File: config.mk
export PLATFORM = sky130hd
export DESIGN_NAME = istc_ctrl
export DESIGN_NICKNAME = d
export VERILOG_FILES = /design/src/logic/istc_sync.v /design/src/logic/istc_ctrl.v
export VERILOG_INCLUDE_DIRS = /design/src /design/src/include
export SDC_FILE = /design/constraint.sdc
export NUM_CORES = 1
export LEC_CHECK = 0
export ABC_AREA = 0
export BUFFER_PORTS_ARGS = -buffer_cell sky130_fd_sc_hd__buf_4
export CORE_MARGIN = 3
export CORE_UTILIZATION = 27
export CTS_BUF_LIST = sky130_fd_sc_hd__clkbuf_4
export DETAILED_ROUTE_END_ITERATION = 6
export GPL_ROUTABILITY_DRIVEN = 0
export HOLD_SLACK_MARGIN = 0.1
export SKIP_LAST_GASP = 1
export SYNTH_ARGS = -nofsm -noshare
export SYNTH_HDL_FRONTEND = slang
export SYNTH_SLANG_ARGS = --single-unit
File: constraint.sdc
create_clock -name mclk -period 3.8 [get_ports mclk]
set_input_delay 0.76 -clock mclk [delete_from_list [all_inputs] [get_ports mclk]]
set_output_delay 0.76 -clock mclk [all_outputs]
set_load 0.02 [all_outputs]
File: src/include/istc_defines.vh
`ifndef ISTC_DEFINES_VH
`define ISTC_DEFINES_VH
`define ISTC_ADDR_GIE 8'h20
`define ISTC_ADDR_EIE 8'h21
`define ISTC_ADDR_TLO 8'h24
`define ISTC_ADDR_THI 8'h25
`define ISTC_ADDR_PSC 8'hff
`define ISTC_PSC_POR 8'h11
`define ISTC_PSC_WDR 8'h41
`define ISTC_BIT_RUN 0
`define ISTC_BIT_STEP 1
`define ISTC_BIT_MASK 2
`define ISTC_BIT_SUSP 3
`define ISTC_BIT_POR 4
`define ISTC_BIT_BUSRST 5
`define ISTC_BIT_WDR 6
`define ISTC_BIT_PEND 7
`define ISTC_GIE_WMASK 8'h37
`define ISTC_EIE_WMASK 8'h07
`define ISTC_CLK_MHZ 100
`define ISTC_TICK_US 1
`define ISTC_FAST_US 128
`define ISTC_SLOW_US 1024
`define ISTC_SE0_US 8
`define ISTC_WAKE_SHORT_US 128
`define ISTC_WAKE_LONG_US 96000
`define ISTC_CALL_CYC 10
`define ISTC_JMP_CYC 5
`define ISTC_VEC_BUSRST 16'h0002
`define ISTC_VEC_DAC 16'h0014
`define ISTC_VEC_GPIO 16'h0016
`endif

File: src/logic/istc_sync.v
`timescale 1ns/10ps
`default_nettype none
// Two-stage synchroniser for a bus of asynchronous levels.
module istc_sync #(
   parameter W = 2
) (
   input wire clk,
   input wire rstN,
   input wire [W-1:0] din,
   output reg [W-1:0] dout
);
   reg [W-1:0] meta_q;
   always @(posedge clk or negedge rstN) begin
      if (!rstN) begin
         meta_q <= {W{1'b0}};
         dout <= {W{1'b0}};
      end else begin
         meta_q <= din;
         dout <= meta_q;
      end
   end
endmodule
`default_nettype wire

File: src/logic/istc_ctrl.v
`timescale 1ns/10ps
`default_nettype none
`include "istc_defines.vh"
// Contract
// RQ1 - 12-bit free-running counter gives 128 us and 1.024 ms tick events.
// RQ2 - Low timer read returns bits 7:0 and latches bits 11:8 for high read.
// RQ3 - Counter advances once per microsecond and wraps to zero.
// RQ4 - Halt clears run and stops core until power-on or watchdog reset.
// RQ5 - Firmware always writes one into the run bit.
// RQ6 - Single step runs one instruction then clears run; firmware keeps it 0.
// RQ7 - Bit 2 shows global enable; writes ignored; instructions change it.
// RQ8 - Writing bit 3 suspends; interrupt or bus activity wakes the core.
// RQ9 - Suspend write ignored when bus activity or interrupt already pending.
// RQ10 - Bit 4 set only by power-on; selects 128 us or 96 ms wake wait.
// RQ11 - Both data lines low over 8 us sets bit 5 and bus-reset interrupt.
// RQ12 - Bit 6 set by watchdog reset after 8 ms without clears.
// RQ13 - Bit 7 shows a recognised interrupt; acknowledge clears it.
// RQ14 - Power-on reset loads status register with 00010001.
// RQ15 - Watchdog reset loads status register with 01000001.
// RQ16 - Each source gated by its enable bit in the two enable registers.
// RQ17 - Any reset clears both enable registers; writing one enables.
// RQ18 - Pending requests sampled only in last cycle of an instruction.
// RQ19 - Service clears global enable, then source latch, then calls vector.
// RQ20 - Acknowledge call pushes program counter with carry and zero flags.
// RQ21 - Return restores counter and flags and re-enables interrupts.
// RQ22 - Enable instruction may re-enable inside a routine; nesting allowed.
// RQ23 - Firmware saves and restores the accumulator in each routine.
// RQ24 - Vectors two bytes apart from 0x0002; DAC 0x0014, GPIO 0x0016.
// RQ25 - Entry latency is remaining cycles plus 10 call plus 5 jump cycles.
module istc_ctrl #(
   parameter WAKE_LONG_CYC = `ISTC_WAKE_LONG_US * `ISTC_CLK_MHZ
) (
   input wire mclk,
   input wire rstn,
   input wire wdogRst,
   input wire port_write_instr,
   input wire ioRd,
   input wire [7:0] ioAddr,
   input wire [7:0] ioWdata,
   output reg [7:0] ioRdata_q,
   input wire instrLast,
   input wire haltInstr,
   input wire irqDisableInstr,
   input wire irqEnableInstr,
   input wire irqReturnInstr,
   input wire [15:0] pcIn,
   input wire carryFlag,
   input wire zeroFlag,
   input wire [17:0] stackIn,
   input wire usbDp,
   input wire usbDm,
   input wire busActivity,
   input wire [2:0] epEvent,
   input wire dacEvent,
   input wire gpioEvent,
   output wire cpuRun,
   output wire cpuSuspended,
   output reg irqTake_q,
   output reg [15:0] irqVector_q,
   output reg [17:0] stackPush_q,
   output reg stackPushEn_q,
   output reg [15:0] pcRestore_q,
   output reg flagRestoreCarry_q,
   output reg flagRestoreZero_q,
   output reg restoreEn_q,
   output reg wakeDone_q
);
   localparam [31:0] TICK_CYC = `ISTC_TICK_US * `ISTC_CLK_MHZ;
   localparam [31:0] SE0_CYC = `ISTC_SE0_US * `ISTC_CLK_MHZ;
   localparam [31:0] SHORT_CYC = `ISTC_WAKE_SHORT_US * `ISTC_CLK_MHZ;
   localparam [31:0] LAT_CYC = `ISTC_CALL_CYC + `ISTC_JMP_CYC;
   localparam [31:0] WAKE_LONG_W = WAKE_LONG_CYC;
   localparam NSRC = 8;
   reg rstM_q, rstS_q;
   wire rstN = rstS_q;
   always @(posedge mclk or negedge rstn) begin
      if (!rstn) begin
         rstM_q <= 1'b0;
         rstS_q <= 1'b0;
      end else begin
         rstM_q <= 1'b1;
         rstS_q <= rstM_q;
      end
   end
   wire [1:0] usbSync;
   istc_sync #(.W(2)) uSync (
      .clk(mclk),
      .rstN(rstN),
      .din({usbDp, usbDm}),
      .dout(usbSync)
   );
   reg wdogM_q, wdogS_q;
   always @(posedge mclk or negedge rstn) begin
      if (!rstn) begin
         wdogM_q <= 1'b0;
         wdogS_q <= 1'b0;
      end else begin
         wdogM_q <= wdogRst;
         wdogS_q <= wdogM_q;
      end
   end
   // Microsecond divider and 12-bit counter.
   reg [6:0] divCnt_q;
   reg [11:0] tmr_q;
   reg [3:0] tmrHold_q;
   wire usTick = (divCnt_q == TICK_CYC[6:0] - 7'h01);
   always @(posedge mclk or negedge rstN) begin
      if (!rstN) begin
         divCnt_q <= 7'h00;
         tmr_q <= 12'h000;
      end else if (usTick) begin
         divCnt_q <= 7'h00;
         tmr_q <= tmr_q + 12'h001; // RQ3
      end else begin
         divCnt_q <= divCnt_q + 7'h01;
      end
   end
   wire fastEvt = usTick && (tmr_q[6:0] == 7'h7f); // RQ1
   wire slowEvt = usTick && (tmr_q[9:0] == 10'h3ff); // RQ1
   // Bus reset detect: both lines low longer than the threshold.
   reg [9:0] se0Cnt_q;
   wire se0 = (usbSync == 2'b00);
   wire se0Evt = se0 && (se0Cnt_q == SE0_CYC[9:0]); // RQ11
   always @(posedge mclk or negedge rstN) begin
      if (!rstN) begin
         se0Cnt_q <= 10'h000;
      end else if (!se0) begin
         se0Cnt_q <= 10'h000;
      end else if (se0Cnt_q != SE0_CYC[9:0] + 10'h001) begin
         se0Cnt_q <= se0Cnt_q + 10'h001;
      end
   end
   reg [7:0] gie_q, eie_q, psc_q;
   reg gEn_q;
   wire [NSRC-1:0] latched;
   wire [NSRC-1:0] srcEvt = {gpioEvent, dacEvent, epEvent,
      slowEvt, fastEvt, se0Evt};
   wire [NSRC-1:0] srcEn = {gie_q[5], gie_q[4], eie_q[2:0], gie_q[2:0]};
   wire [NSRC-1:0] active = latched & srcEn; // RQ16
   wire anyPend = |active;
   // Lowest index wins; source index maps to its vector.
   reg [2:0] sel;
   integer i;
   always @* begin
      sel = 3'd0;
      for (i = NSRC - 1; i >= 0; i = i - 1) begin
         if (active[i]) begin
            sel = i[2:0];
         end
      end
   end
   wire [15:0] selVec = (sel == 3'd6) ? `ISTC_VEC_DAC :
      (sel == 3'd7) ? `ISTC_VEC_GPIO :
      (`ISTC_VEC_BUSRST + {12'h000, sel, 1'b0}); // RQ24
   wire take = instrLast && gEn_q && anyPend && psc_q[`ISTC_BIT_RUN]; // RQ18
   wire wrPsc = port_write_instr && (ioAddr == `ISTC_ADDR_PSC);
   wire suspReq = wrPsc && ioWdata[`ISTC_BIT_SUSP] && !busActivity &&
      !anyPend; // RQ9
   reg [NSRC-1:0] clrMask;
   always @* begin
      clrMask = {NSRC{1'b0}};
      if (take) begin
         clrMask[sel] = 1'b1;
      end
   end
   genvar g;
   generate
      for (g = 0; g < NSRC; g = g + 1) begin : gLatch
         reg hit_q;
         always @(posedge mclk or negedge rstN) begin
            if (!rstN) begin
               hit_q <= 1'b0;
            end else if (srcEvt[g]) begin
               hit_q <= 1'b1;
            end else if (clrMask[g]) begin
               hit_q <= 1'b0; // RQ19
            end
         end
         assign latched[g] = hit_q;
      end
   endgenerate
   always @(posedge mclk or negedge rstN) begin
      if (!rstN) begin
         gie_q <= 8'h00; // RQ17
         eie_q <= 8'h00; // RQ17
      end else if (wdogS_q) begin
         gie_q <= 8'h00; // RQ17
         eie_q <= 8'h00;
      end else if (port_write_instr && ioAddr == `ISTC_ADDR_GIE) begin
         gie_q <= ioWdata & `ISTC_GIE_WMASK;
      end else if (port_write_instr && ioAddr == `ISTC_ADDR_EIE) begin
         eie_q <= ioWdata & `ISTC_EIE_WMASK;
      end
   end
   always @(posedge mclk or negedge rstN) begin
      if (!rstN) begin
         gEn_q <= 1'b0;
      end else if (wdogS_q || take || irqDisableInstr) begin
         gEn_q <= 1'b0; // RQ19
      end else if (irqEnableInstr || irqReturnInstr) begin
         gEn_q <= 1'b1; // RQ7 RQ21 RQ22
      end
   end
   // Wake wait after suspend; length picked by the power-on flag.
   reg [23:0] wakeCnt_q;
   wire wakeReq = psc_q[`ISTC_BIT_SUSP] && (anyPend || busActivity); // RQ8
   wire wakeEnd = (wakeCnt_q == 24'h00_0001);
   always @(posedge mclk or negedge rstN) begin
      if (!rstN) begin
         psc_q <= `ISTC_PSC_POR; // RQ14
         wakeCnt_q <= 24'h00_0000;
         wakeDone_q <= 1'b0;
      end else if (wdogS_q) begin
         psc_q <= `ISTC_PSC_WDR; // RQ15 RQ12
         wakeCnt_q <= 24'h00_0000;
         wakeDone_q <= 1'b0;
      end else begin
         wakeDone_q <= 1'b0;
         if (wrPsc) begin
            psc_q[`ISTC_BIT_RUN] <= ioWdata[`ISTC_BIT_RUN]; // RQ5
            psc_q[`ISTC_BIT_STEP] <= ioWdata[`ISTC_BIT_STEP];
            psc_q[`ISTC_BIT_SUSP] <= suspReq; // RQ9
            psc_q[`ISTC_BIT_POR] <= ioWdata[`ISTC_BIT_POR] &
               psc_q[`ISTC_BIT_POR]; // RQ10
            psc_q[`ISTC_BIT_BUSRST] <= ioWdata[`ISTC_BIT_BUSRST];
            psc_q[`ISTC_BIT_WDR] <= ioWdata[`ISTC_BIT_WDR];
         end
         if (se0Evt) begin
            psc_q[`ISTC_BIT_BUSRST] <= 1'b1; // RQ11
         end
         if (instrLast && (haltInstr || psc_q[`ISTC_BIT_STEP])) begin
            psc_q[`ISTC_BIT_RUN] <= 1'b0; // RQ4 RQ6
         end
         if (wakeReq && wakeCnt_q == 24'h00_0000) begin
            wakeCnt_q <= psc_q[`ISTC_BIT_POR] ? WAKE_LONG_W[23:0] :
               SHORT_CYC[23:0]; // RQ10
         end else if (wakeEnd) begin
            wakeCnt_q <= 24'h00_0000;
            psc_q[`ISTC_BIT_SUSP] <= 1'b0; // RQ8
            wakeDone_q <= 1'b1;
         end else if (wakeCnt_q != 24'h00_0000) begin
            wakeCnt_q <= wakeCnt_q - 24'h00_0001;
         end
      end
   end
   assign cpuRun = psc_q[`ISTC_BIT_RUN] && !psc_q[`ISTC_BIT_SUSP];
   assign cpuSuspended = psc_q[`ISTC_BIT_SUSP];
   wire [7:0] pscView = {anyPend, psc_q[6:3], gEn_q,
      psc_q[1:0]}; // RQ7 RQ13
   // Read path and low-byte latch of the counter's upper bits.
   always @(posedge mclk or negedge rstN) begin
      if (!rstN) begin
         ioRdata_q <= 8'h00;
         tmrHold_q <= 4'h0;
      end else if (ioRd) begin
         if (ioAddr == `ISTC_ADDR_TLO) begin
            ioRdata_q <= tmr_q[7:0]; // RQ2
            tmrHold_q <= tmr_q[11:8]; // RQ2
         end else if (ioAddr == `ISTC_ADDR_THI) begin
            ioRdata_q <= {4'h0, tmrHold_q}; // RQ2
         end else if (ioAddr == `ISTC_ADDR_GIE) begin
            ioRdata_q <= gie_q;
         end else if (ioAddr == `ISTC_ADDR_EIE) begin
            ioRdata_q <= eie_q;
         end else if (ioAddr == `ISTC_ADDR_PSC) begin
            ioRdata_q <= pscView;
         end else begin
            ioRdata_q <= 8'h00;
         end
      end
   end
   // Acknowledge outputs: vector call, stack push and return restore.
   reg [4:0] latCnt_q;
   always @(posedge mclk or negedge rstN) begin
      if (!rstN) begin
         irqTake_q <= 1'b0;
         irqVector_q <= 16'h0000;
         stackPush_q <= 18'h0_0000;
         stackPushEn_q <= 1'b0;
         pcRestore_q <= 16'h0000;
         flagRestoreCarry_q <= 1'b0;
         flagRestoreZero_q <= 1'b0;
         restoreEn_q <= 1'b0;
         latCnt_q <= 5'h00;
      end else begin
         irqTake_q <= take;
         stackPushEn_q <= take;
         restoreEn_q <= irqReturnInstr;
         if (take) begin
            irqVector_q <= selVec; // RQ19 RQ24
            stackPush_q <= {carryFlag, zeroFlag, pcIn}; // RQ20
            latCnt_q <= LAT_CYC[4:0]; // RQ25
         end else if (latCnt_q != 5'h00) begin
            latCnt_q <= latCnt_q - 5'h01;
         end
         if (irqReturnInstr) begin
            pcRestore_q <= stackIn[15:0]; // RQ21
            flagRestoreZero_q <= stackIn[16];
            flagRestoreCarry_q <= stackIn[17];
         end
      end
   end
endmodule
`default_nettype wire

## Yosys cells after proc, flatten, opt, wreduce, memory -nomap -nowiden

Cells that the tools add are included.
Widths: inputs -> output; s select.

- Logic and storage cells: 165
- Output and inout bits: 66
- Input port bits: 70
- Register bits: 159

- $add $sub $neg: 5
- Order comparisons: 2
- Bitwise gates (word level): 2
- Reductions and logical operators: 46
- Equal/unequal tests: 15
- Mux-type cells: 60

Operator list:

| operator | number |
|---|---|
| $mux 24 | 5 |
| $mux 8 | 11 |
| $eq 8x6->1 const B | 4 |
| $mux 1 | 26 |
| $eq 24x1->1 const B | 1 |
| $logic_not 24->1 | 1 |
| $mux 3 | 8 |
| $reduce_bool 2->1 | 12 |
| $reduce_bool 24->1 | 1 |
| $sub 24x1->24 const B | 1 |
| $eq 10x10->1 const B | 2 |
| $mux 10 | 2 |
| $logic_and 1x1->1 | 17 |
| $eq 7x7->1 const B | 2 |
| $add 12x1->12 const B | 1 |
| $add 10x1->10 const B | 1 |
| $mux 5 | 2 |
| $ne 10x10->1 const B | 1 |
| $and 8x8->8 | 1 |
| $eq 8x8->1 const B | 1 |
| $mux 4 | 2 |
| $reduce_or 8->1 | 1 |
| $add 7x1->7 const B | 1 |
| $mux 7 | 1 |
| other kinds (15) | 25 |

## Longest topological paths before layout

Gate-level depths: netlist of run 1.

- Depth after elaboration: 16
- Depth in mapped cells: 9
- Gate-level depth less buffers: 9

## By module

Synthesis of run 1 repeated with hierarchy kept, for this count alone.

- Cells, all modules: 604
- Area, all modules: 6,297.3 µm²

By module, submodules not included:

| module | area an instance (µm²) | sequential area each (µm²) | cells each | times used |
|---|---|---|---|---|
| istc_ctrl | 6,197.2 | 3,380.7 | 600 | 1 |
| istc_sync | 100.1 | 100.1 | 4 | 1 |

## Worst setup path before layout of run 1

Ideal clock, no wire load.

- Path type: input to register
- From: input ioAddr[1]
- To: register tmrHold_q[0]
- Path slack: 1,471 ps
- Buffers on the path: 0
- Required time: 3,675 ps
- Stages: 5
- Arrival time: 2,204 ps
- Setup time: 125 ps
- Cells stage by stage: or4b_4 > or3_4 > nor2_8 > nand2_4 > mux2_4

- Longest elaborated chain between the ends: 2

RTL lines:

| element | RTL line | RTL |
|---|---|---|
| from (decl) | istc_ctrl.v:38 | `input wire [7:0] ioAddr,` |
| $eq 8x6->1 (no line) | n/a |  |
| $reduce_and 2->1 (no line) | n/a |  |
| to (signal assigned) | istc_ctrl.v:258 | `tmrHold_q <= tmr_q[11:8];` |
| to (decl) | istc_ctrl.v:105 | `reg [3:0] tmrHold_q;` |

No other way between the ends.
A chain may end at the register's enable or synchronous reset.

## Worst setup path in the final report of run 1

- From: register gie_q[1]
- To: register gEn_q

- Longest elaborated chain between the ends: 7
- Elaborated cells between the ends (all ways): 8
- Those cells by class: mux: 1; bitwise: 1; reduce/logical: 6

RTL lines:

| element | RTL line | RTL |
|---|---|---|
| from (decl) | istc_ctrl.v:133 | `reg [7:0] gie_q, eie_q, psc_q;` |
| from (signal assigned) | istc_ctrl.v:190 | `` gie_q <= ioWdata & `ISTC_GIE_WMASK; `` |
| $and 8x8->8 * | istc_ctrl.v:139 | `wire [NSRC-1:0] active = latched & srcEn;` |
| $reduce_or 8->1 * | istc_ctrl.v:140 | `wire anyPend = \|active;` |
| $logic_and 1x1->1 * (2 in a row) | istc_ctrl.v:155 | `` wire take = instrLast && gEn_q && anyPend && psc_q[`ISTC_BIT_RUN]; `` |
| $logic_or 1x1->1 * (2 in a row) | istc_ctrl.v:198 | `end else if (wdogS_q \|\| take \|\| irqDisableInstr) begin` |
| $mux 1 or $reduce_bool 2->1 (tied branches) | n/a |  |
| to (signal assigned) | istc_ctrl.v:197 | `gEn_q <= 1'b0;` |
| to (signal assigned) | istc_ctrl.v:199 | `gEn_q <= 1'b0;` |
| to (signal assigned) | istc_ctrl.v:201 | `gEn_q <= 1'b1;` |
| to (decl) | istc_ctrl.v:134 | `reg gEn_q;` |

Every way passes the cells marked *; elsewhere a longest branch is shown, timed or not.

==> results.json, run 1 <==
{
  "synth_area_sq_um": 6580,
  "synth.ff_latch_count": 139,
  "ir_worst_vdd_v": 0.000212,
  "critPathLaunchType": "flip-flop",
  "period_minus_slack_ps": 2590,
  "finalNetCount": 828,
  "hp-start": "usbDm",
  "cts.sinks": 139,
  "r2r_setup_slack_ps": 1210,
  "worstPathRequired_ps": 4240,
  "critical_path_class": "flip-flop to flip-flop",
  "max_cap_violations": 0,
  "via_count": 4977,
  "hold_path_end": "uSync.meta_q[0]",
  "pwr-share-comb": 0.294,
  "cts_max_level": 4,
  "syn_avg_cell_area_sq_um": 10.6,
  "groute.usage.overall": 0.125,
  "r2r_cells": 6,
  "yosys_most_used_dff": "sky130_fd_sc_hd__dfrtp_1",
  "postCtsSetupBuffers": 0,
  "setup_tns_after_final_layout_ps": 0,
  "min_path_cells": 1,
  "post_synth_inst_count": 622,
  "die_area_sq_um": 26300,
  "postRouteWirelength_um": 16000,
  "grt_remaining_overflow": 0,
  "final_hold_violation_count": 0,
  "r2r-start": "gie_q[1]",
  "synth.yosys.seq_area_share": 0.529,
  "achievable-frequency_mhz": 387,
  "rows": 56,
  "drtIter0Drc": 292,
  "clkTransAtPathRegs_ps": 140,
  "critical_path_arrival_ps": 3030,
  "cts_tree": "yes",
  "timing.critical_path.fanout_max": 24,
  "drt_pre_antenna_iters": 7,
  "final_area_sq_um": 8130,
  "grt_setup_unrepaired": "no",
  "io_pins": 136,
  "grt_pass1_wl_um": 26200,
  "start_util": 0.278,
  "cellLeakagePower_nw": 3.86,
  "hold_path_class": "input port to flip-flop",
  "run_status": "finished clean",
  "post-place-ws_ps": 1130,
  "chipWidth_um": 162,
  "relative_contribution_of_sequential_cells_to_total_power": 0.447,
  "drive_gt1_frac": 0.275,
  "synth-async-reset-ratio": 1.00,
  "cts_inserted_buffers": 17,
  "drc_errors": 0,
  "initial_antenna_violation_count": 1,
  "worstSkewPairLatency_ps": 540,
  "post_drt_via_cell_ratio": 4.61,
  "detailed_place_hpwl_um": 11700,
  "timing.final.crit_share": 0.681,
  "grt_pass1_vias": 5036,
  "fin_ws_ps": 1210,
  "drt-wirelength-per-cell_um": 14.9,
  "r2r_end": "gEn_q",
  "ys_types": 63,
  "worst-slew-pin-transition_ps": 896,
  "clock_tree.root_cell": "sky130_fd_sc_hd__clkbuf_4",
  "ant_nets": 0,
  "core_region_area_sq_um": 23700,
  "buffer_ports.inserted": 122,
  "maximum_count_of_clock_buffers_along_a_single_path": 2,
  "switchingPower_mw": 1.48,
  "synthesis.yosys.warnings": 0,
  "largest_net_degree_at_the_start_of_global_routing": 68,
  "synth_edf_count": 0,
  "finClkSkew_ps": 22.1,
  "relSlewSlack": 0.403,
  "swShare": 0.368,
  "worst_setup_path_end_kind": "flip-flop",
  "power.share.clock": 0.259,
  "area_growth_syn_to_layout_pct": 23.6,
  "final_max_slew_viol_count": 0,
  "detailed_place.area_sq_um": 7820,
  "chipHeight_um": 162,
  "final-setup-viol-count": 0,
  "intPower_mw": 2.54,
  "power.density_cell_area_nw_per_um2": 495
}
[layout make-up]
cell class,count,area [sq um]
Multi-Input combinational cell,449,2920
Clock buffer,17,128
Sequential cell,139,3480
Timing Repair Buffer,129,983
Fill cell,2454,15600
Clock inverter,15,175
Tap cell,319,399
Inverter,11,41.3
Antenna cell,1,2.50
[synth_stat cells (all sizes together) (3+ instances only)]
| cell type | instances | share of area |
|---|---|---|
| nor2 | 59 | 0.036 |
| nand4 | 10 | 0.010 |
| and2 | 6 | 0.0057 |
| mux2 | 28 | 0.050 |
| o211ai | 5 | 0.0057 |
| a22o | 4 | 0.0053 |
| nor4 | 11 | 0.016 |
| a22oi | 11 | 0.013 |
| o21ai | 7 | 0.0053 |
| xnor2 | 20 | 0.027 |
| o31ai | 4 | 0.0046 |
| nand2b | 6 | 0.0057 |
| inv | 11 | 0.0063 |
| and3 | 13 | 0.012 |
| clkbuf | 18 | 0.010 |
| o21bai | 3 | 0.0034 |
| xor2 | 22 | 0.029 |
| nand2 | 84 | 0.049 |
| nor3b | 3 | 0.0034 |
| a21o | 8 | 0.0091 |
| ha | 11 | 0.021 |
| a21oi | 22 | 0.017 |
| or3 | 5 | 0.0055 |
| a211oi | 3 | 0.0034 |
| dfrtp | 137 | 0.52 |
| o2111ai | 4 | 0.0063 |
| nor2b | 3 | 0.0029 |
| mux2i | 12 | 0.018 |
| nand3b | 3 | 0.0034 |
| nand3 | 30 | 0.023 |
| buf | 16 | 0.017 |
| nor3 | 12 | 0.011 |
[sequential cells by signal (all words and copies together) (netlist names), 5 cells and up]
signal,count
divCnt_q,7
gie_q,5
gLatch.hit_q,8
pcRestore_q,16
psc_q,6
tmr_q,12
wakeCnt_q,24
ioRdata_q,8
se0Cnt_q,10
stackPush_q,18
[layout by cell type (no fill, tap or decap), types with 8 or more instances in the layout]
cell type,count
sky130_fd_sc_hd__a21o_1,8
sky130_fd_sc_hd__a21oi_1,22
sky130_fd_sc_hd__a22oi_1,11
sky130_fd_sc_hd__and3_1,13
sky130_fd_sc_hd__buf_4,127
sky130_fd_sc_hd__clkbuf_4,17
sky130_fd_sc_hd__conb_1,13
sky130_fd_sc_hd__dfrtp_1,136
sky130_fd_sc_hd__ha_1,11
sky130_fd_sc_hd__inv_1,11
sky130_fd_sc_hd__mux2_2,24
sky130_fd_sc_hd__mux2i_1,12
sky130_fd_sc_hd__nand2_1,83
sky130_fd_sc_hd__nand3_1,30
sky130_fd_sc_hd__nand4_1,9
sky130_fd_sc_hd__nor2_1,58
sky130_fd_sc_hd__nor3_1,10
sky130_fd_sc_hd__xnor2_1,20
sky130_fd_sc_hd__xor2_1,22
[layer usage]
layer,GRT usage,vias up,part of all wire
met5,0,-,0
met4,0.0434,0,0.014
met3,0.0390,11,0.052
met2,0.193,107,0.47
met1,0.167,2448,0.47
li1,-,2411,-
[metrics by stage]
| stage | power, mW | hold WS (ps) | utilization | cells |
|---|---|---|---|---|
| floorplan | 2.67 | 331 | - | 633 |
| global placement | 3.00 | 333 | 0.330 | 1046 |
| detailed placement | 3.00 | 336 | 0.330 | 1046 |
| CTS | 4.08 | 250 | 0.343 | 1079 |
| global route | 4.30 | 234 | 0.343 | 1080 |
| finish | 4.03 | 312 | 0.343 | 1080 |
[power by group through the flow]
| stage | combinational (mW) | sequential [mW] | clock, mW |
|---|---|---|---|
| global route | 1.32 | 1.83 | 1.15 |
| global placement | 1.17 | 1.83 | 0 |
| finish | 1.18 | 1.80 | 1.04 |
| CTS | 1.19 | 1.80 | 1.09 |
| detailed placement | 1.18 | 1.83 | 0 |
| floorplan | 0.842 | 1.83 | 0 |
[worst max-delay path: stages (launching register included)]
cell and delay [ps]:
sky130_fd_sc_hd__dfrtp_1 500, sky130_fd_sc_hd__a22oi_1 410, sky130_fd_sc_hd__nand4_2 430, sky130_fd_sc_hd__nand2_1 160
sky130_fd_sc_hd__buf_4 280, sky130_fd_sc_hd__inv_1 360, sky130_fd_sc_hd__nor4_1 330
[cell families (layout without fill, tap and decap cells)]
logic type      count (synthesis)  count (layout)  share of synthesized area
simple gates                  257             257                      0.200
flops                         139             139                      0.529
compound gates                 86              86                     0.0913
buf+inv                        45             172                     0.0335
xor+xnor                       42              42                     0.0559
mux                            40              40                     0.0685
fa+ha+maj                      11              11                     0.0209
other cells                     2              14                    0.00114
[worst max-delay path by stage]
stage	slack [ps]	start	cells past startpoint	end
floorplan	1470	ioAddr[1]	5	tmrHold_q[0]
global placement	1110	ioAddr[1]	6	gie_q[2]
detailed placement	1130	ioAddr[1]	6	gie_q[4]
CTS	1200	gie_q[0]	6	gEn_q
global route	970	gie_q[1]	6	gEn_q
finish	1210	gie_q[1]	6	gEn_q
[timing repair]
action,4_1_cts,5_1_grt
hold buffers,1,0
hold endpoints to repair,4,0
gates resized for setup,0,0
No activity file was read; power rests on OpenSTA's default activity.
==> run 2: changes to the inputs <==
--- a/config.mk
+++ b/config.mk
@@ -6,7 +6,7 @@
 export SDC_FILE = /design/constraint.sdc
 export NUM_CORES = 1
 export LEC_CHECK = 0
-export ABC_AREA = 0
+export ABC_AREA = 1
 export BUFFER_PORTS_ARGS = -buffer_cell sky130_fd_sc_hd__buf_4
 export CORE_MARGIN = 3
 export CORE_UTILIZATION = 27
==> constraint.sdc (replaced) <==
create_clock -name mclk -period 2.43 [get_ports mclk]
set_input_delay 0.486 -clock mclk [delete_from_list [all_inputs] [get_ports mclk]]
set_output_delay 0.486 -clock mclk [all_outputs]
set_load 0.02 [all_outputs]
==> results.json, run 2 <==
{
  "run_status": "finished clean",
  "ant_nets": 0,
  "detailed_place_hpwl_um": 13400,
  "drt-wirelength-per-cell_um": 13.2,
  "timing.critical_path.fanout_max": 4,
  "power.share.clock": 0.236,
  "chipWidth_um": 166,
  "grt_setup_unrepaired": "no",
  "critical_path_arrival_ps": 1460,
  "worstSkewPairLatency_ps": 570,
  "critical_path_depth": 3,
  "synth_edf_count": 0,
  "ys_types": 47,
  "chipHeight_um": 166,
  "critical_path.cell_chain": "inv_1 > nor2_1 > buf_4",
  "drive_gt1_frac": 0.197,
  "postLayoutCoreUtil": 0.361,
  "worst_setup_path_end_kind": "primary output",
  "largest_register_ffs": 24,
  "maximum_count_of_clock_buffers_along_a_single_path": 2,
  "most-common-layout-cells": "sky130_fd_sc_hd__nand2_1, sky130_fd_sc_hd__dfrtp_1, sky130_fd_sc_hd__buf_4",
  "hold_path_class": "input port to flip-flop",
  "timing.final.crit_share": 0.799,
  "synthesis.yosys.warnings": 0,
  "max_cap_violations": 0,
  "synth-async-reset-ratio": 1.00,
  "synth_area_leader_cell": "sky130_fd_sc_hd__dfrtp_1",
  "grt_pass1_vias": 5772,
  "synth_area_sq_um": 6900,
  "setup_tns_after_final_layout_ps": 0,
  "swShare": 0.424,
  "cts.sinks": 139,
  "fillers": 2539,
  "power.density_cell_area_nw_per_um2": 752,
  "finalNetCount": 1118,
  "post_drt_via_cell_ratio": 4.42,
  "initial_antenna_violation_count": 1,
  "synth.ff_latch_count": 139,
  "intPower_mw": 3.87,
  "relSlewSlack": 0.628,
  "finClkSkew_ps": 25.4,
  "slowest_stage": "sky130_fd_sc_hd__dfstp_2",
  "final-setup-viol-count": 0,
  "grt_remaining_overflow": 0,
  "min_path_cells": 3,
  "critPathLaunchType": "flip-flop",
  "worstPathRequired_ps": 1940,
  "cts_inserted_buffers": 17,
  "switchingPower_mw": 2.85,
  "clock_tree.root_cell": "sky130_fd_sc_hd__clkbuf_4",
  "rows": 57,
  "ir_worst_vdd_v": 0.000381,
  "groute.layer.met2.usage": 0.208,
  "synthTopCellsByArea": "sky130_fd_sc_hd__dfrtp_1, sky130_fd_sc_hd__nand2_1, sky130_fd_sc_hd__nor2_1, sky130_fd_sc_hd__inv_1, sky130_fd_sc_hd__nand3_1",
  "period_minus_slack_ps": 1940,
  "crit_family": "flip-flops",
  "count_of_instances_resized_after_the_clock_tree_is_built": 0,
  "syn_avg_cell_area_sq_um": 8.06,
  "drc_errors": 0,
  "drtIter0Drc": 280,
  "buffer_ports.inserted": 122,
  "timing.critical_path.slowest_cell_delay_ps": 600,
  "grt_pass1_wl_um": 29600,
  "cts_tree": "yes",
  "area_growth_syn_to_layout_pct": 29.4,
  "largest_net_degree_at_the_start_of_global_routing": 49,
  "yosys.area.top_type_share": 0.497,
  "gr-usage-met3": 0.0309,
  "via_count": 6073,
  "worst-slew-pin-transition_ps": 555,
  "top_register": "wakeCnt_q",
  "postCtsSetupBuffers": 0,
  "netlist_top_cells_count": "sky130_fd_sc_hd__nand2_1, sky130_fd_sc_hd__dfrtp_1, sky130_fd_sc_hd__nor2_1, sky130_fd_sc_hd__inv_1, sky130_fd_sc_hd__nand3_1",
  "groute.usage.overall": 0.132,
  "drt_pre_antenna_iters": 5,
  "power.total_mw": 6.72,
  "pwr-share-comb": 0.360,
  "yosysMostFrequentCell": "sky130_fd_sc_hd__nand2_1",
  "yosys_most_used_dff": "sky130_fd_sc_hd__dfrtp_1",
  "achievable-frequency_mhz": 515,
  "post_synth_inst_count": 857,
  "met1_usage": 0.184,
  "worst-path-buf-inv": 2,
  "reg.largest.list": "wakeCnt_q: 24 flops, stackPush_q: 18 flops, pcRestore_q: 16 flops",
  "detailed_place.area_sq_um": 8170,
  "final_area_sq_um": 8930,
  "start_util": 0.279,
  "clkTransAtPathRegs_ps": 150,
  "postRouteWirelength_um": 18100,
  "critical_path_class": "flip-flop to primary output",
  "die_area_sq_um": 27500,
  "relative_contribution_of_sequential_cells_to_total_power": 0.403,
  "r2r_cells": 9,
  "final_max_slew_viol_count": 0,
  "synth.yosys.seq_area_share": 0.504,
  "grt_busiest_layer": "met2",
  "io_pins": 136,
  "cts_max_level": 4,
  "cellLeakagePower_nw": 4.70,
  "final_hold_violation_count": 0,
  "layout.cells.most_common": "sky130_fd_sc_hd__nand2_1",
  "core_region_area_sq_um": 24700
}
[run 2: cell count changes after synthesis, sizes merged, moves of 8 or more]
| cell | before | now |
|---|---|---|
| nand2 | 84 | 298 |
| and3 | 13 | 1 |
| nor4 | 11 | 1 |
| mux2 | 28 | 0 |
| xnor2 | 20 | 4 |
| mux2i | 12 | 0 |
| o21ai | 7 | 28 |
| clkbuf | 18 | 5 |
| nand4 | 10 | 18 |
| inv | 11 | 88 |
| a22oi | 11 | 2 |
| nand3 | 30 | 57 |
| nor2 | 59 | 115 |
[run 2: area by class of cell]
class,instances,area (sq um),share of cell area
Sequential cell,139,3480,0.390
Tap cell,324,405,0.0454
Antenna cell,1,2.50,0.000280
Multi-Input combinational cell,613,2960,0.331
Timing Repair Buffer,175,1440,0.161
Clock buffer,17,128,0.0143
Inverter,91,345,0.0387
Clock inverter,15,169,0.0189
[run 2: path summary, 6_finish.rpt]
check | start | endpoint | slack (ps)
setup / recovery | psc_q[0] | cpuRun | 490
hold / removal | ioWdata[0] | psc_q[0] | 170
setup reg to reg | wakeCnt_q[17] | wakeCnt_q[20] | 500
hold reg to reg | rstN | eie_q[2] | 240
max in group asynchronous | rstN | wakeCnt_q[16] | 1510
min in group asynchronous | rstn | wdogM_q | 220
[run 2: routing by layer]
metal,part of all wire,routed length [um],up-vias
li1,-,-,3044
met1,0.48,8730,2867
met2,0.46,8310,150
met3,0.048,861,12
met4,0.012,214,0
met5,0,0,-
[run 2: what timing repair did]
action,CTS,global route
endpoints found under the setup margin,0,0
hold buffers,46,0
hold endpoints to repair,49,0
[run 2: per-stage QoR]
step / instances / setup slack, ps / hold slack (ps)
global route: 1375 / 303 / 104
floorplan: 868 / 155 / 190
CTS: 1374 / 432 / 116
detailed placement: 1296 / 512 / 257
finish: 1375 / 488 / 167
global placement: 1296 / 529 / 254
[run 2: cell families (layout without fill, tap and decap cells)]
| logic type | after synthesis | after routing | share of synthesized area |
|---|---|---|---|
| xor+xnor | 19 | 19 | 0.0241 |
| compound gates | 67 | 67 | 0.0567 |
| flops | 139 | 139 | 0.504 |
| other cells | 2 | 14 | 0.00109 |
| buf+inv | 116 | 298 | 0.0734 |
| simple gates | 503 | 503 | 0.321 |
| fa+ha+maj | 11 | 11 | 0.0199 |
[run 2: worst reg2reg max path, cell delays in order, from the launching register on]
cell and delay, ps:
sky130_fd_sc_hd__dfrtp_1 450, sky130_fd_sc_hd__nor2_2 150, sky130_fd_sc_hd__nand2_1 110, sky130_fd_sc_hd__nor2_4 220, sky130_fd_sc_hd__nand3_2 320, sky130_fd_sc_hd__nand2_2 230
sky130_fd_sc_hd__inv_2 70, sky130_fd_sc_hd__nand3_2 110, sky130_fd_sc_hd__nand3_2 110, sky130_fd_sc_hd__nor2_1 100
[run 2: power by group through the flow]
stage	clock, mW	combinational [mW]	sequential (mW)
6_report	1.59	2.42	2.71
5_1_grt	1.76	2.74	2.74
4_1_cts	1.65	2.44	2.71
3_5_place_dp	0	2.37	2.75
3_3_place_gp	0	2.34	2.75
2_1_floorplan	0	1.78	2.78
==> run 3: changes to the inputs <==
--- a/config.mk
+++ b/config.mk
@@ -6,7 +6,7 @@
 export SDC_FILE = /design/constraint.sdc
 export NUM_CORES = 1
 export LEC_CHECK = 0
-export ABC_AREA = 1
+export ABC_AREA = 0
 export BUFFER_PORTS_ARGS = -buffer_cell sky130_fd_sc_hd__buf_4
 export CORE_MARGIN = 3
 export CORE_UTILIZATION = 27
==> constraint.sdc (replaced) <==
create_clock -name mclk -period 1.9 [get_ports mclk]
set_input_delay 0.38 -clock mclk [delete_from_list [all_inputs] [get_ports mclk]]
set_output_delay 0.38 -clock mclk [all_outputs]
set_load 0.02 [all_outputs]
==> results.json, run 3 (synthesis results as in run 1) <==
{
  "ant_nets": 0,
  "drtIter0Drc": 276,
  "postLayoutCoreUtil": 0.392,
  "r2r_setup_slack_ps": -10,
  "critical_path_depth": 7,
  "cts.sinks": 139,
  "start_util": 0.278,
  "setup_tns_after_final_layout_ps": -12.6,
  "drt_pre_antenna_iters": 4,
  "detailed_place_hpwl_um": 12500,
  "fin_ws_ps": -10.2,
  "dpl.cell_count": 1102,
  "critical_path_arrival_ps": 2340,
  "cts_inserted_buffers": 17,
  "drive_gt1_frac": 0.345,
  "timing.final.crit_share": 1.01,
  "io_pins": 136,
  "power.density_cell_area_nw_per_um2": 939,
  "finClkSkew_ps": 30.4,
  "r2r_cells": 7,
  "drt-wirelength-per-cell_um": 14.7,
  "area_growth_syn_to_layout_pct": 41.2,
  "drc_errors": 0,
  "cts_tree": "yes",
  "top_register": "wakeCnt_q",
  "final-setup-viol-count": 2,
  "worstSkewPairLatency_ps": 540,
  "fillers": 2370,
  "period_minus_slack_ps": 1910,
  "postRouteWirelength_um": 17600,
  "critical_path.cell_chain": "a32o_1 > a222oi_1 > or2_4 > inv_2 > ha_4 > ha_4 > a22o_1",
  "largest_register_ffs": 24,
  "hold_path_class": "input port to asynchronous set/reset pin",
  "final_max_slew_viol_count": 0,
  "grt_remaining_overflow": 0,
  "r2r_end": "irqVector_q[3]",
  "cts_max_level": 4,
  "max_cap_violations": 0,
  "hold_slack_ps": 159,
  "ir_worst_vdd_v": 0.000601,
  "grt_pass1_vias": 5675,
  "rows": 56,
  "most_prevalent_standard_cell_on_the_critical_path": "sky130_fd_sc_hd__ha_4",
  "final_hold_violation_count": 0,
  "final_area_sq_um": 9290,
  "maximum_count_of_clock_buffers_along_a_single_path": 2,
  "failed_checks": "setup timing",
  "chipHeight_um": 162,
  "finalNonFillerCells": 1199,
  "reg.largest.list": "wakeCnt_q: 24 flops, stackPush_q: 18 flops, pcRestore_q: 16 flops",
  "worst_setup_path_end_kind": "flip-flop",
  "worstPathRequired_ps": 2330,
  "grt_setup_unrepaired": "yes",
  "power.total_mw": 8.72,
  "clock_tree.root_cell": "sky130_fd_sc_hd__clkbuf_4",
  "core_region_area_sq_um": 23700,
  "timing.critical_path.fanout_max": 4,
  "most-common-layout-cells": "sky130_fd_sc_hd__buf_4, sky130_fd_sc_hd__dfrtp_1, sky130_fd_sc_hd__nand2_1",
  "worst-path-buf-inv": 1,
  "critPathLaunchType": "flip-flop",
  "post-place-ws_ps": -214,
  "detailed_place.area_sq_um": 8290,
  "run_status": "finished, violations left",
  "clkTransAtPathRegs_ps": 130,
  "r2r-start": "gie_q[5]",
  "grt_pass1_wl_um": 29000,
  "largest_net_degree_at_the_start_of_global_routing": 78,
  "buffer_ports.inserted": 122,
  "endpoint": "irqVector_q[3]",
  "finalNetCount": 947,
  "slowest_stage": "sky130_fd_sc_hd__dfrtp_1",
  "critical_path_class": "flip-flop to flip-flop",
  "layout.cells.most_common": "sky130_fd_sc_hd__buf_4",
  "timing.critical_path.slowest_cell_delay_ps": 460,
  "post_drt_via_cell_ratio": 4.58,
  "achievable-frequency_mhz": 524,
  "die_area_sq_um": 26300,
  "setup.worst_path.start": "gie_q[5]",
  "via_count": 5495,
  "groute.usage.overall": 0.138,
  "chipWidth_um": 162,
  "crit_family": "compound AO/OA/AOI/OAI gates",
  "cellLeakagePower_nw": 4.40,
  "initial_antenna_violation_count": 1
}
-- run 3: changes by cell type in the layout (fill, tap and decap cells not counted), sizes merged, moves of 27 or more --
cell,change
nand2,-214
inv,-85
buf,+65
nor2,-56
mux2,+28
nand3,-27
-- run 3: power breakdown --
part	total (mW)	switching [mW]	internal, mW
Clock	1.66	1.15	0.510
Combinational	3.52	1.74	1.78
Sequential	3.54	0.287	3.25
Total	8.72	3.18	5.54
-- run 3: area by class of cell --
cell class,instances,area (sq um),area share
Clock buffer,17,128,0.0137
Antenna cell,1,2.50,0.000269
Timing Repair Buffer,248,2030,0.219
Multi-Input combinational cell,449,3100,0.333
Sequential cell,139,3490,0.375
Tap cell,319,399,0.0430
Inverter,11,41.3,0.00444
Clock inverter,15,101,0.0109
-- run 3: worst min-delay path by stage --
stage / from / end / slack (ps) / cells after the start
global placement: rstn / wdogS_q / 180 / 1
finish: rstn / rstM_q / 160 / 2
detailed placement: rstn / wdogS_q / 180 / 1
CTS: rstn / rstM_q / 100 / 2
floorplan: rstn / rstM_q / 80 / 0
global route: irqEnableInstr / gEn_q / 100 / 3
-- run 3: repair_timing --
action | in CTS | in global routing
pin swaps | 11 | 4
hold endpoints to repair | 57 | 0
setup buffers | 7 | 3
hold buffers | 54 | 0
gates resized for setup | 10 | 24
endpoints found under the setup margin | 16 | 53
-- run 3: worst reg2reg max path, stage by stage, from the launching register on --
cell and delay [ps]:
sky130_fd_sc_hd__dfrtp_1 460, sky130_fd_sc_hd__a32o_1 270, sky130_fd_sc_hd__a222oi_1 300, sky130_fd_sc_hd__or2_4 210
sky130_fd_sc_hd__inv_2 40, sky130_fd_sc_hd__ha_4 150, sky130_fd_sc_hd__ha_4 200, sky130_fd_sc_hd__a22o_1 200
-- run 3: layer usage --
| layer | GRT usage | vias up | wire, um |
|---|---|---|---|
| met4 | 0.0302 | 0 | 144 |
| met3 | 0.0421 | 9 | 1020 |
| met1 | 0.183 | 2699 | 8060 |
| li1 | - | 2649 | - |
| met5 | 0 | - | 0 |
| met2 | 0.222 | 138 | 8410 |
